## src/inc/imo_pkg.sv

```systemverilog
// Constants for the inertial output data register block.
// Assumes a single 40 MHz core clock and 16-bit register reads.
package imo_pkg;
    // ****************************************
    // Register byte addresses
    // ****************************************
    localparam logic [6:0] ADDR_Y_ACCEL_EXTRA = 7'h14;
    localparam logic [6:0] ADDR_Y_ACCEL_HIGH  = 7'h16;
    localparam logic [6:0] ADDR_Z_ACCEL_EXTRA = 7'h18;
    localparam logic [6:0] ADDR_Z_ACCEL_HIGH  = 7'h1A;
    localparam logic [6:0] ADDR_TEMPERATURE   = 7'h1C;
    localparam logic [6:0] ADDR_ELAPSED_TIME  = 7'h1E;
    localparam logic [6:0] ADDR_UPDATE_COUNT  = 7'h22;
    localparam logic [6:0] ADDR_ANGLE_LOW     = 7'h24;
    localparam logic [6:0] ADDR_ANGLE_HIGH    = 7'h26;

    // ****************************************
    // Field layout and reset values
    // ****************************************
    localparam int         SYNC_MODE_LSB    = 2;
    localparam int         SYNC_MODE_MSB    = 4;
    localparam logic [2:0] SYNC_MODE_SCALED = 3'h2;
    localparam logic [15:0] COUNT_RESET     = 16'h0000;
    localparam logic [15:0] WORD_ZERO       = 16'h0000;
    localparam logic [15:0] STAMP_MAX       = 16'hFFFF;

    // ****************************************
    // Timing
    // ****************************************
    localparam int CLK_PERIOD_PS = 25000;
    localparam int STAMP_LSB_PS  = 49020000;
    // Nearest-below whole cycle count for one elapsed-time count
    localparam int STAMP_CYCLES  = STAMP_LSB_PS / CLK_PERIOD_PS;
    localparam int NOMINAL_SPS   = 2000;
endpackage

```

## src/rtl/imo_output_regs.sv

```systemverilog
// Output data registers: accel words, temperature, elapsed time,
// update counter and x-axis delta angle integration.
// Assumes samples arrive on the core clock from the sensor pipeline
// and that the sync pin is asynchronous to it.
// Operation
// - Accel high word, signed, 0.25 mg steps
// - Each accel axis has extra-resolution low word
// - Accel high and low form 32-bit value
// - Temperature signed, 0.1 C per count
// - Elapsed time since sync, 49.02 us count
// - Elapsed time valid in scaled sync mode
// - Update loads time of its last sample
// - Update counter zero after power-on, reset command
// - Counter increments per update, wraps at FFFF
// - Trapezoidal sum of current plus previous rate
// - Integration length is decimation setting plus one
// - Internal sample rate nominally 2000 SPS
// - Angle high and low form 32-bit value
// - Angle high word signed, full scale over 2^15
// - Full scale set by product variant
// - X angle low word holds lower half
`timescale 1ns/100ps
`default_nettype none
module imo_output_regs #(
    parameter int ACC_W       = 56,
    parameter int ANGLE_SHIFT = 1
) (
    input  wire logic        core_clk,
    input  wire logic        rst,
    input  wire logic        reset_command,
    input  wire logic        sample_valid,
    output logic             sample_ready,
    input  wire logic [31:0] gyro_x_rate,
    input  wire logic [31:0] y_accel_sample,
    input  wire logic [31:0] z_accel_sample,
    input  wire logic [15:0] temperature_sample,
    input  wire logic        read_hold,
    input  wire logic [15:0] decimation_setting,
    input  wire logic [15:0] miscellaneous_control,
    input  wire logic        sync_pin,
    input  wire logic        rd_en,
    input  wire logic [6:0]  rd_addr,
    output logic             rd_valid,
    output logic [15:0]      rd_data,
    output logic             data_ready_output
);
    // ****************************************
    // Elaboration checks
    // ****************************************
    if (ACC_W < 50) begin : g_acc_chk
        $error("ACC_W must hold D=65536 sums of 33 bits");
    end
    if (ANGLE_SHIFT < 0 || ANGLE_SHIFT > ACC_W - 32) begin : g_shift_chk
        $error("ANGLE_SHIFT out of range");
    end

    localparam int ENTRY_W = 112;

    function automatic logic signed [ACC_W-1:0] imo_sext(input logic signed [32:0] v);
        imo_sext = ACC_W'(v);
    endfunction

    // ****************************************
    // Two-entry sample buffer
    // ****************************************
    logic [ENTRY_W-1:0] buf_mem [2];
    logic               buf_wr_ptr;
    logic               buf_rd_ptr;
    logic [1:0]         buf_count;
    logic               buf_out_valid;
    logic               drain;
    logic               fill;
    logic [ENTRY_W-1:0] head;

    assign sample_ready  = (buf_count != 2'h2);
    assign buf_out_valid = (buf_count != 2'h0);
    // Held reads stall the drain so a host burst sees one sample set
    assign drain         = buf_out_valid && !read_hold;
    assign fill          = sample_valid && sample_ready;
    assign head          = buf_mem[buf_rd_ptr];

    always_ff @(posedge core_clk) begin
        if (fill) begin
            buf_mem[buf_wr_ptr] <= {gyro_x_rate, y_accel_sample, z_accel_sample,
                                    temperature_sample};
        end
    end

    always_ff @(posedge core_clk) begin
        if (rst) begin
            buf_wr_ptr <= 1'b0;
            buf_rd_ptr <= 1'b0;
            buf_count  <= 2'h0;
        end else begin
            if (fill) begin
                buf_wr_ptr <= ~buf_wr_ptr;
            end
            if (drain) begin
                buf_rd_ptr <= ~buf_rd_ptr;
            end
            buf_count <= buf_count + 2'(fill) - 2'(drain);
        end
    end

    // ****************************************
    // Sync pin and elapsed-time counter
    // ****************************************
    logic        sync_meta;
    logic        sync_s2;
    logic        sync_s3;
    logic        sync_edge;
    logic [11:0] tick_div;
    logic [15:0] stamp_cnt;
    logic        scaled_mode;

    assign sync_edge   = sync_s2 && !sync_s3;
    assign scaled_mode = (miscellaneous_control[imo_pkg::SYNC_MODE_MSB:imo_pkg::SYNC_MODE_LSB]
                          == imo_pkg::SYNC_MODE_SCALED);

    always_ff @(posedge core_clk) begin
        if (rst) begin
            sync_meta <= 1'b0;
            sync_s2   <= 1'b0;
            sync_s3   <= 1'b0;
        end else begin
            sync_meta <= sync_pin;
            sync_s2   <= sync_meta;
            sync_s3   <= sync_s2;
        end
    end

    // Saturates rather than wraps, so a lost sync never looks recent
    always_ff @(posedge core_clk) begin
        if (rst || sync_edge) begin
            tick_div  <= 12'h000;
            stamp_cnt <= imo_pkg::WORD_ZERO;
        end else if (tick_div == 12'(imo_pkg::STAMP_CYCLES - 1)) begin
            tick_div <= 12'h000;
            if (stamp_cnt != imo_pkg::STAMP_MAX) begin
                stamp_cnt <= stamp_cnt + 16'h0001;
            end
        end else begin
            tick_div <= tick_div + 12'h001;
        end
    end

    // ****************************************
    // Delta angle integration
    // ****************************************
    logic signed [31:0]      cur_rate;
    logic signed [31:0]      prev_rate;
    logic signed [32:0]      pair_sum;
    logic signed [ACC_W-1:0] acc;
    logic signed [ACC_W-1:0] next_acc;
    logic signed [ACC_W-1:0] scaled;
    logic [15:0]             dec_cnt;
    logic                    publish;

    assign cur_rate = head[111:80];
    assign pair_sum = 33'(cur_rate) + 33'(prev_rate);
    assign next_acc = ((dec_cnt == 16'h0000) ? '0 : acc) + imo_sext(pair_sum);
    // The 1/fs factor is folded into the rate units; the shift is the halving
    assign scaled   = next_acc >>> ANGLE_SHIFT;
    assign publish  = drain && (dec_cnt == decimation_setting);

    always_ff @(posedge core_clk) begin
        if (rst || reset_command) begin
            prev_rate <= '0;
            acc       <= '0;
            dec_cnt   <= 16'h0000;
        end else if (drain) begin
            prev_rate <= cur_rate;
            acc       <= next_acc;
            dec_cnt   <= publish ? 16'h0000 : dec_cnt + 16'h0001;
        end
    end

    // ****************************************
    // Output registers
    // ****************************************
    logic [31:0] y_accel_word;
    logic [31:0] z_accel_word;
    logic [15:0] temperature_reading;
    logic [15:0] sync_elapsed_time;
    logic [15:0] update_counter;
    logic [31:0] x_angle_delta;

    always_ff @(posedge core_clk) begin
        if (rst) begin
            y_accel_word        <= '0;
            z_accel_word        <= '0;
            temperature_reading <= imo_pkg::WORD_ZERO;
            sync_elapsed_time   <= imo_pkg::WORD_ZERO;
            x_angle_delta       <= '0;
        end else if (publish) begin
            y_accel_word        <= head[79:48];
            z_accel_word        <= head[47:16];
            temperature_reading <= head[15:0];
            sync_elapsed_time   <= scaled_mode ? stamp_cnt : imo_pkg::WORD_ZERO;
            x_angle_delta       <= scaled[31:0];
        end
    end

    always_ff @(posedge core_clk) begin
        if (rst || reset_command) begin
            update_counter <= imo_pkg::COUNT_RESET;
        end else if (publish) begin
            update_counter <= update_counter + 16'h0001;
        end
    end

    always_ff @(posedge core_clk) begin
        if (rst) begin
            data_ready_output <= 1'b0;
        end else begin
            data_ready_output <= publish;
        end
    end

    // ****************************************
    // Register read port
    // ****************************************
    logic [15:0] next_rd_data;

    always_comb begin
        case ({rd_addr[6:1], 1'b0})
            imo_pkg::ADDR_Y_ACCEL_EXTRA: next_rd_data = y_accel_word[15:0];
            imo_pkg::ADDR_Y_ACCEL_HIGH:  next_rd_data = y_accel_word[31:16];
            imo_pkg::ADDR_Z_ACCEL_EXTRA: next_rd_data = z_accel_word[15:0];
            imo_pkg::ADDR_Z_ACCEL_HIGH:  next_rd_data = z_accel_word[31:16];
            imo_pkg::ADDR_TEMPERATURE:   next_rd_data = temperature_reading;
            imo_pkg::ADDR_ELAPSED_TIME:  next_rd_data = sync_elapsed_time;
            imo_pkg::ADDR_UPDATE_COUNT:  next_rd_data = update_counter;
            imo_pkg::ADDR_ANGLE_LOW:     next_rd_data = x_angle_delta[15:0];
            imo_pkg::ADDR_ANGLE_HIGH:    next_rd_data = x_angle_delta[31:16];
            default:                     next_rd_data = imo_pkg::WORD_ZERO;
        endcase
    end

    always_ff @(posedge core_clk) begin
        if (rst) begin
            rd_valid <= 1'b0;
            rd_data  <= imo_pkg::WORD_ZERO;
        end else begin
            rd_valid <= rd_en;
            if (rd_en) begin
                rd_data <= next_rd_data;
            end
        end
    end

    // ****************************************
    // Assertions
    // ****************************************
    logic [16:0] drains_seen;

    always_ff @(posedge core_clk) begin
        if (rst || reset_command) begin
            drains_seen <= 17'h00000;
        end else if (publish) begin
            drains_seen <= 17'h00000;
        end else if (drain) begin
            drains_seen <= drains_seen + 17'h00001;
        end
    end

    counter_reset_a: assert property (@(posedge core_clk)
        (rst || reset_command) |=> (update_counter == imo_pkg::COUNT_RESET))
        else $error("update counter not cleared by reset");

    counter_step_a: assert property (@(posedge core_clk) disable iff (rst)
        (publish && !reset_command) |=> (update_counter == $past(update_counter) + 16'h0001))
        else $error("update counter did not step by one");

    coherent_set_a: assert property (@(posedge core_clk) disable iff (rst)
        ($changed(x_angle_delta) || $changed(z_accel_word) || $changed(update_counter))
        |-> ($past(publish) || $past(reset_command)))
        else $error("output register changed outside an update");

    integ_length_a: assert property (@(posedge core_clk) disable iff (rst || reset_command)
        publish |-> (drains_seen == {1'b0, decimation_setting}))
        else $error("integration length not decimation plus one");

    stamp_mode_a: assert property (@(posedge core_clk) disable iff (rst)
        (publish && !scaled_mode) |=> (sync_elapsed_time == imo_pkg::WORD_ZERO))
        else $error("elapsed time loaded outside scaled mode");

    stamp_clear_a: assert property (@(posedge core_clk) disable iff (rst)
        (sync_s2 && !sync_s3) |=> (stamp_cnt == imo_pkg::WORD_ZERO) [*2])
        else $error("elapsed time not restarted by sync edge");

    temp_load_a: assert property (@(posedge core_clk) disable iff (rst)
        publish |=> (temperature_reading == $past(head[15:0])))
        else $error("temperature not loaded with sample");

    angle_low_a: assert property (@(posedge core_clk) disable iff (rst)
        (rd_en && rd_addr == imo_pkg::ADDR_ANGLE_LOW)
        |=> (rd_valid && rd_data == $past(x_angle_delta[15:0])))
        else $error("angle low word read wrong");

    accel_high_a: assert property (@(posedge core_clk) disable iff (rst)
        (rd_en && rd_addr == imo_pkg::ADDR_Z_ACCEL_HIGH)
        |=> (rd_data == $past(z_accel_word[31:16])))
        else $error("accel high word read wrong");

    trapezoid_a: assert property (@(posedge core_clk) disable iff (rst || reset_command)
        (drain && dec_cnt == 16'h0000)
        |=> (acc == ACC_W'($past(pair_sum))))
        else $error("first trapezoid term wrong");
endmodule
`default_nettype wire

```

## config.mk

```make
export PLATFORM = sky130hd
export DESIGN_NAME = imo_output_regs
export DESIGN_NICKNAME = d
export VERILOG_FILES = /design/src/inc/imo_pkg.sv /design/src/rtl/imo_output_regs.sv
export SDC_FILE = /design/constraint.sdc
export NUM_CORES = 1
export LEC_CHECK = 0
export ABC_AREA = 1
export BUFFER_PORTS_ARGS = -buffer_cell sky130_fd_sc_hd__buf_2
export CAP_MARGIN = 25
export CORE_ASPECT_RATIO = 1.4
export CORE_MARGIN = 10
export CORE_UTILIZATION = 35
export CTS_CLUSTER_SIZE = 10
export DETAILED_ROUTE_END_ITERATION = 7
export GPL_TIMING_DRIVEN = 0
export PLACE_DENSITY_LB_ADDON = 0.08
export SLEW_MARGIN = 20
export SYNTH_ARGS = -nofsm -noshare
export SYNTH_HDL_FRONTEND = slang
export SYNTH_SLANG_ARGS = --single-unit
```

## constraint.sdc

```tcl
create_clock -name core_clk -period 11.1 [get_ports core_clk]
set_input_delay 2.22 -clock core_clk [delete_from_list [all_inputs] [get_ports core_clk]]
set_output_delay 2.22 -clock core_clk [all_outputs]
set_load 0.005 [all_outputs]
```

---- Word-level counts from Yosys, hierarchy flattened ----
Memory sizes are Yosys's and may differ from the RTL's. A register that Yosys moved wholly into a read port is not among the register bits.
Index checks and enable logic that the tools add are counted.
cells by class
  add/sub/neg operators ................... 8
  equal/unequal tests ..................... 14
  muxes and demuxes ....................... 8
  bitwise logic cells ..................... 2
  reduce and logical (&&, ||, !) cells .... 12
operators with widths
  operator                 number
  $pmux W16 S9             1
  $add A56 B56 Y56         1
  $mux W56                 1
  $add A16 B1 Y16 const B  3
  $eq A6 B4 Y1 const B     6
  $add A32 B32 Y33         1
  $mux W16                 2
  $eq A6 B5 Y1 const B     3
  $eq A16 B16 Y1           1
  $logic_not A16 Y1        1
  $ne A16 B16 Y1 const B   1
  $add A12 B1 Y12 const B  1
  $eq A12 B11 Y1 const B   1
  $logic_and A1 B1 Y1      4
  $mux W1                  4
  $eq A3 B2 Y1 const B     1
  $add A2 B1 Y2            1
  $logic_not A1 Y1         2
  $logic_or A1 B1 Y1       2
  $ne A2 B2 Y1 const B     1
  $not A1 Y1               2
  $reduce_and A2 Y1        1
  $reduce_bool A2 Y1       1
  $reduce_or A2 Y1         1
  $sub A2 B1 Y2            1
word-level totals
  flip-flop bits (word level) ............. 301
  bits in writable memories ............... 224
  bits of input ports ..................... 158
  output and inout bits ................... 19
  logic and storage cells ................. 65
  memories kept ........................... 1
memories
  memory   words  bits a word  read ports  clocked after memory_dff  write ports  RTL line               source
  buf_mem  2      112          1           1                         1            imo_output_regs.sv:66  logic [ENTRY_W-1:0] buf_mem [2];

---- Longest topological paths before layout ----
Gate-level depths: netlist of run 1.
  depth after elaboration ................. 4
  mapped depth ............................ 31
  gate-level depth less buffers ........... 29

---- Worst setup path after synthesis of run 1 ----
No wires, ideal clock.
  path type ............................... input-to-reg
  start point ............................. input sample_valid
  end point ............................... memory buf_mem[1][0], enable pin
  data arrival time ....................... 6.992 ns
  data required time ...................... 10.515 ns
  setup slack ............................. 3.522 ns
  cell stages on the path ................. 2
  buffers on the path ..................... 0
  cell sequence ........................... nand2_1 > nor2_1
between the ends
  word-level cells in the longest chain between the ends .. 3
ends and longest elaborated chain
  item                           RTL line               source
  from (decl)                    imo_output_regs.sv:31  input wire logic sample_valid,
  $logic_and A1 B1 Y1            imo_output_regs.sv:79  assign fill = sample_valid && sample_ready;
  $mux W1                        imo_output_regs.sv:83  if (fill) begin
  $mux W1 (implied by the code)  imo_output_regs.sv:84  buf_mem[buf_wr_ptr] <= {gyro_x_rate, y_accel_sample, z_accel_sample,
  to (decl)                      imo_output_regs.sv:66
No other way between the ends.

==> summary.md, run 1 <==
| Metric | Value |
|---|---|
| Clock slew at reported path FFs | 0.06 ns |
| Crit path max fanout | 10 |
| Worst hold start | sync_meta |
| WS Path Type | reg -> reg |
| First-pass detailed-route iteration total | 8 |
| Initial antenna violation count | 2 |
| Post-route clock skew | 0.0336 ns |
| Hold endpoint | sync_s2 |
| Post-DP HPWL | 63500 um |
| H-Tree Level Count | 2 |
| Peak Freq | 0.171 GHz |
| Drt wl/cell | 20.0 um |
| Vias in the first global route | 20200 |
| Ys async rst share | 0 |
| Register-to-register setup slack | 5.26 ns |
| Hold Path Class | reg -> reg |
| Pwr Density | 186 nW/um^2 |
| Final setup margin | 5.26 ns |
| Total power | 5.30 mW |
| DRT iter0 DRCs | 1085 |
| Global Route Usage Sum | 0.192 |
| CTS tree | done |
| Min-Delay Path Depth | 2 |
| Worst Path Buf+Inv | 5 |
| Net Count, Synth | 3034 |
| Worst-case reg-to-reg path depth | 26 |
| Setup violations, final | 0 |
| DR vias/cell | 4.93 |
| Storage cell area | 12300 um^2 |
| CTS Buffer Depth | 3 |
| Max Cap Viol | 0 |
| Largest net degree at the start of global routing | 25 |
| # clock sinks | 503 |
| RSZ-0062 raised after global routing | no |
| Gp weighted congestion | 0.921 |
| # fillers | 7212 |
| Antenna Nets Post-Route | 0 |
| Worst VDD drop | 0.000153 V |
| Slew @ Worst Pin | 1.03 ns |
| Cell area after synthesis | 24700 um^2 |
| Reg2reg end | x_angle_delta[30] |
| Global route overflow | 0 |
| Post-synthesis sequential area ratio | 0.499 |
| Syn Inst Count | 2803 |
| Final hold vios | 0 |
| TritonCTS Buffers | 58 |
| Nets | 3264 |
| DR DRC count | 0 |
| Layout area overhead | 15.8% |
| Total leakage power | 11.4 nW |
| CTS Hold Bufs | 0 |
| Final max-slew violation count | 0 |
| Tmin final | 5.84 ns |
| Clk_lat worst skew | 0.64 ns |
| Critical path capture point type | register |
| Syn avg cell area | 8.80 um^2 |
| Core box area | 70100 um^2 |
| TNS Setup | 0 ns |
| Resized Gates After CTS | 0 |
| Setup bufs post-CTS | 0 |
| Initial Utilization | 0.352 |
| Seq cells post-synth | 503 |
| Port bufs | 161 |
| DIE WIDTH | 244 um |
| DP Area | 26800 um^2 |
| Row Count | 115 |
| Post-synth EDFFs | 224 |
| Multi-input combinational cell area | 10600 um^2 |
| Detailed-route via count | 19800 |
| Die area | 81700 um^2 |
| Crit path required time | 11.64 ns |
| Ports | 177 |
| Prevailing post-synth register cell | dfxtp_1 |
| Crit-path max cell delay | 0.58 ns |
| Clock Tree Root | clkbuf_16 |
| Post-Route WL | 80300 um |
| Max-slew headroom | 0.316 |
| Layout cells sized above 1 | 0.150 |
| CP Launch Type | register |
| Die height | 334 um |
| Global-route wire length before repair | 120000 um |
| Outcome | completed |
| Most Frequent Cell on Critical Path | nand2_1 |
| Final instance area | 28600 um^2 |
| Yosys warns | 0 |
| Synth unique cells | 50 |
| Worst path top cell family by delay | compound AO/OA/AOI/OAI gates |
| Final period utilization | 0.526 |
| Worst slack, placed | 5.21 ns |
| Critical-path top delay cell | o21ai_0 |
| Crit path DAT | 6.39 ns |
==> report_power, final <==
| part | internal, mW | total [mW] | leakage (nW) | switching (mW) |
|---|---|---|---|---|
| sequential | 2.12 | 2.16 | 4.34 | 0.0400 |
| clock | 1.01 | 1.79 | 0.824 | 0.773 |
| combinational | 0.441 | 1.36 | 6.21 | 0.919 |
| total | 3.57 | 5.30 | 11.4 | 1.73 |
==> tightest hold or removal path, cell delays in order, from the launching register on <==
cell and delay (ns):
dfxtp_1 0.30, inv_1 0.05, nor2_1 0.04
==> synth_stat cells (all sizes together) (10+ instances only) <==
| master | n | share of area |
|---|---|---|
| a211oi | 62 | 0.031 |
| o21bai | 14 | 0.0043 |
| xor2 | 62 | 0.022 |
| xnor2 | 17 | 0.0060 |
| nand4 | 38 | 0.0096 |
| inv | 329 | 0.050 |
| dfxtp | 279 | 0.23 |
| ha | 71 | 0.036 |
| nor3b | 13 | 0.0040 |
| nor3 | 48 | 0.010 |
| nor2 | 394 | 0.060 |
| mux2 | 111 | 0.051 |
| nand3 | 139 | 0.028 |
| a21oi | 199 | 0.040 |
| clkbuf | 60 | 0.0092 |
| buf | 40 | 0.010 |
| edfxtp | 224 | 0.27 |
| o21ai | 135 | 0.027 |
| a21o | 10 | 0.0030 |
| nand2 | 465 | 0.071 |
| o22ai | 32 | 0.0081 |
==> layout make-up <==
class,count,area share
Sequential cell,503,0.431
Multi-Input combinational cell,1867,0.373
Clock buffer,94,0.0566
Inverter,333,0.0438
Tap cell,936,0.0410
Timing Repair Buffer,170,0.0343
Buffer,100,0.0170
Clock inverter,6,0.00350
Antenna cell,1,0.0000876
==> metrics by stage <==
step	util	hold WS [ns]	cells
detailed placement	0.383	0.415	3908
global route	0.408	0.434	4009
finish	0.408	0.420	4010
global placement	0.380	0.417	3900
floorplan	-	0.388	2803
CTS	0.407	0.423	4008
==> logic make-up (layout without fill, tap and decap cells) <==
kind of cell,count (synthesis),count (layout),synth area share
DFF,503,503,0.499
adders and majority gates,73,73,0.0376
AOI/OAI and AO/OA,478,478,0.123
xor gates and xnor gates,79,79,0.0280
other,0,1,0
muxes,111,111,0.0507
buffers and inverters,433,703,0.0703
and+or+nand+nor,1126,1126,0.191
==> routing by layer <==
layer | vias up | part of all wire | global-route usage | wire length (um)
li1 | 9871 | - | - | -
met1 | 9332 | 0.38 | 0.201 | 30200
met2 | 412 | 0.54 | 0.370 | 43100
met3 | 140 | 0.043 | 0.0293 | 3490
met4 | 2 | 0.043 | 0.0821 | 3490
met5 | - | 0.00017 | 0 | 14
==> flip-flops by register name, indices dropped and copies added (netlist names), named ones only <==
register and count:
prev_rate 32, stamp_cnt 16, buf_wr_ptr 1, sync_elapsed_time 16, buf_count 2, tick_div 12
sync_s2 1, temperature_reading 16, rd_valid 1, sync_s3 1, update_counter 16, y_accel_word 32
z_accel_word 32, data_ready_output 1, dec_cnt 16, rd_data 16, buf_rd_ptr 1, acc 33
buf_mem 224, x_angle_delta 32, sync_meta 1
==> layout by cell type (no fill, tap or decap), types with 17 or more instances in the layout <==
master,synthesis,routed
xor2_1,62,62
nor3_1,46,46
buf_2,21,182
nand4_1,38,38
a21oi_1,199,199
ha_1,71,71
o22ai_1,32,32
nor2_1,393,390
nand3_1,138,138
nand2_1,465,465
edfxtp_1,224,224
clkbuf_16,0,58
mux2_2,111,111
inv_1,326,326
a211oi_2,62,62
xnor2_1,17,17
dfxtp_1,279,279
o21ai_0,135,135
clkbuf_1,59,92
==> worst max path at each step <==
| stage | endpoint | depth (start not counted) |
|---|---|---|
| finish | x_angle_delta[30] | 26 |
| global route | x_angle_delta[30] | 25 |
| CTS | x_angle_delta[30] | 26 |
| detailed placement | x_angle_delta[30] | 26 |
| global placement | buf_mem[1][46] | 3 |
| floorplan | buf_mem[1][0] | 2 |
Note: power is estimated with default switching activity, not from simulation.
==> run 2, diff against run 1 <==
clock period = 5.4 ns   (was 11.1 ns; I/O delays follow)
==> summary.md, run 2 (synthesis results as in run 1) <==
| Metric | Value |
|---|---|
| Layout cells sized above 1 | 0.153 (+0.00278) |
| Setup violations, final | 0 (unchanged) |
| Hold Path Class | reg -> reg |
| DIE WIDTH | 244 um (unchanged) |
| Clk_lat worst skew | 0.65 ns (about the same) |
| Drt wl/cell | 20.0 um (-0.23%) |
| Crit path required time | 5.93 ns (-5.71 ns) |
| Antenna Cells | 0 (-1) |
| Final period utilization | 0.908 (+0.381) |
| Critical-path top delay cell | dfxtp_4 |
| WS Path Type | reg -> reg |
| Crit-path max cell delay | 0.43 ns (-0.15 ns) |
| Vias in the first global route | 20300 (+0.57%) |
| Final instance area | 28600 um^2 (+0.25%) |
| Commonest non-fill, non-tap cell in the layout | nand2_1 |
| Core box area | 70100 um^2 (unchanged) |
| Critical path capture point type | register |
| Largest net degree at the start of global routing | 25 (unchanged) |
| Non-Filler Instances | 4012 (+0.050%) |
| DR DRC count | 0 (unchanged) |
| # fillers | 7135 (-1.1%) |
| Initial antenna violation count | 3 (+1) |
| Most frequent cells in the layout | nand2_1 (465), nor2_1 (390), inv_1 (326) |
| # clock sinks | 503 (unchanged) |
| Peak Freq | 0.204 GHz (+19%) |
| Antenna Nets Post-Route | 0 (unchanged) |
| Min Hold Slack | 0.421 ns (+0.00117 ns) |
| TritonCTS Buffers | 58 (unchanged) |
| Multi-input combinational cell area | 10700 um^2 (+0.11%) |
| Post-Route WL | 80100 um (-0.18%) |
| Gp weighted congestion | 0.906 (-1.6%) |
| Setup bufs post-CTS | 0 (unchanged) |
| Global-route wire length before repair | 121000 um (+0.66%) |
| CTS tree | done |
| Global route overflow | 0 (unchanged) |
| Register name with the most flops | buf_mem |
| Largest register FFs | 224 (unchanged) |
| Most Frequent Cell on Critical Path | nand2_1 |
| Post-layout util | 0.409 (+0.00100) |
| DP Area | 26900 um^2 (+0.22%) |
| Final max-slew violation count | 0 (unchanged) |
| Outcome | completed |
| Crit path max fanout | 10 (unchanged) |
| Ports | 177 (unchanged) |
| Storage cell area | 12300 um^2 (about the same) |
| Post-route clock skew | 0.0336 ns (-0.0000380 ns) |
| CTS Buffer Depth | 3 (unchanged) |
| Final hold vios | 0 (unchanged) |
| Total leakage power | 11.4 nW (+0.28%) |
| DR vias/cell | 4.91 (-0.27%) |
| Row Count | 115 (unchanged) |
| Placed insts | 3911 (+0.077%) |
| Post-DP HPWL | 63000 um (-0.86%) |
| Pwr Density | 381 nW/um^2 (+110%) |
| Tmin final | 4.90 ns (-0.940 ns) |
| Max-slew headroom | 0.304 (-0.0125) |
| Cell Chain, Critical Path | buf_4, clkbuf_4, mux2_2, ha_1, nand2_1, nor2_1, nand2_1, o21ai_2, nand2_1, nand2_1, nor2_1, o21ai_0, nand2_1, ha_1, a21oi_1, o21ai_0, a21oi_1, nor2_1, nor2_1, nand2_1, nand2_1, nand3_1, nand2_1, inv_1 |
| Register-to-register setup slack | 0.50 ns (-4.76 ns) |
| Max Cap Viol | 0 (unchanged) |
| Worst VDD drop | 0.000262 V (+72%) |
| Port bufs | 161 (unchanged) |
| Clock slew at reported path FFs | 0.06 ns (about the same) |
| Die area | 81700 um^2 (unchanged) |
| Crit path DAT | 5.43 ns (-0.96 ns) |
| Initial Utilization | 0.352 (unchanged) |
| Global Route Usage Sum | 0.192 (about the same) |
| RSZ-0062 raised after global routing | no |
| CP Launch Type | register |
| Die height | 334 um (unchanged) |
| Slew @ Worst Pin | 1.04 ns (+0.0188 ns) |
| Clock Tree Root | clkbuf_16 |
| First-pass detailed-route iteration total | 5 (-3) |
| Biggest regs | buf_mem (224), acc (33) |
| H-Tree Level Count | 2 (unchanged) |
| DRT iter0 DRCs | 1036 (-4.5%) |
| Nets | 3265 (+0.031%) |
| Detailed-route via count | 19700 (-0.22%) |
| Layout area overhead | 16.1% |
## run 2: changes by cell type in the layout (fill, tap and decap cells not counted), moves of 2 or more
cell | before | now
a21oi_1 | 199 | 196
a21oi_2 | 0 | 3
buf_16 | 0 | 2
buf_2 | 182 | 180
buf_4 | 2 | 4
clkbuf_4 | 0 | 2
clkinv_2 | 1 | 4
inv_16 | 2 | 0
o21ai_0 | 135 | 133
## run 2: per-layer routing
layer / vias up / part of all wire / wire (um) / GRT usage
met5: - / 0.00035 / 28 / 0
met1: 9291 / 0.39 / 30900 / 0.203
met2: 412 / 0.54 / 43200 / 0.373
met4: 4 / 0.037 / 3000 / 0.0752
li1: 9873 / - / - / -
met3: 133 / 0.038 / 3040 / 0.0277
## run 2: final cells by class
cell class | instances | area share
clock buffer | 94 | 0.0565
clock inverter | 8 | 0.00367
buffer | 99 | 0.0171
sequential | 503 | 0.430
inverter | 333 | 0.0437
timing repair buffer | 172 | 0.0359
tap | 936 | 0.0409
multi-input combinational | 1867 | 0.372
## run 2: timing repair
| action | CTS | global route |
|---|---|---|
| hold endpoints to repair | 0 | 0 |
| resized for setup | 3 | 10 |
| endpoints found under the setup margin | 31 | 23 |
| hold buffers | 0 | 0 |
## run 2: final timing paths
kind	start	to	cells past startpoint
worst max-delay path	register	x_angle_delta[29]	24
worst min-delay path	sync_meta	sync_s2	2
worst max register to register	register	x_angle_delta[29]	24
worst min register to register	sync_meta	sync_s2	2
## run 2: metrics by stage
step | TNS (ns) | power, mW | setup WS (ns)
finish | 0 | 10.9 | 0.498
detailed placement | -4.49 | 7.35 | -0.478
global route | 0 | 11.5 | 0.0786
CTS | 0 | 11.1 | 0.00573
floorplan | 0 | 6.31 | 0.849
global placement | -260.42 | 7.30 | -1.21
## run 2: where the power goes
part | internal, mW | switching [mW]
Clock | 2.08 | 1.59
Sequential | 4.35 | 0.0902
Combinational | 0.928 | 1.87
Total | 7.36 | 3.56
## run 2: critical path: cells and delay by family (launching register included)
| kind | cells | cell delay (ns) |
|---|---|---|
| simple gates | 13 | 1.53 |
| compound gates | 5 | 1.07 |
| fa+ha+maj | 2 | 0.81 |
| buf+inv | 3 | 0.54 |
| flops | 1 | 0.43 |
| mux | 1 | 0.38 |
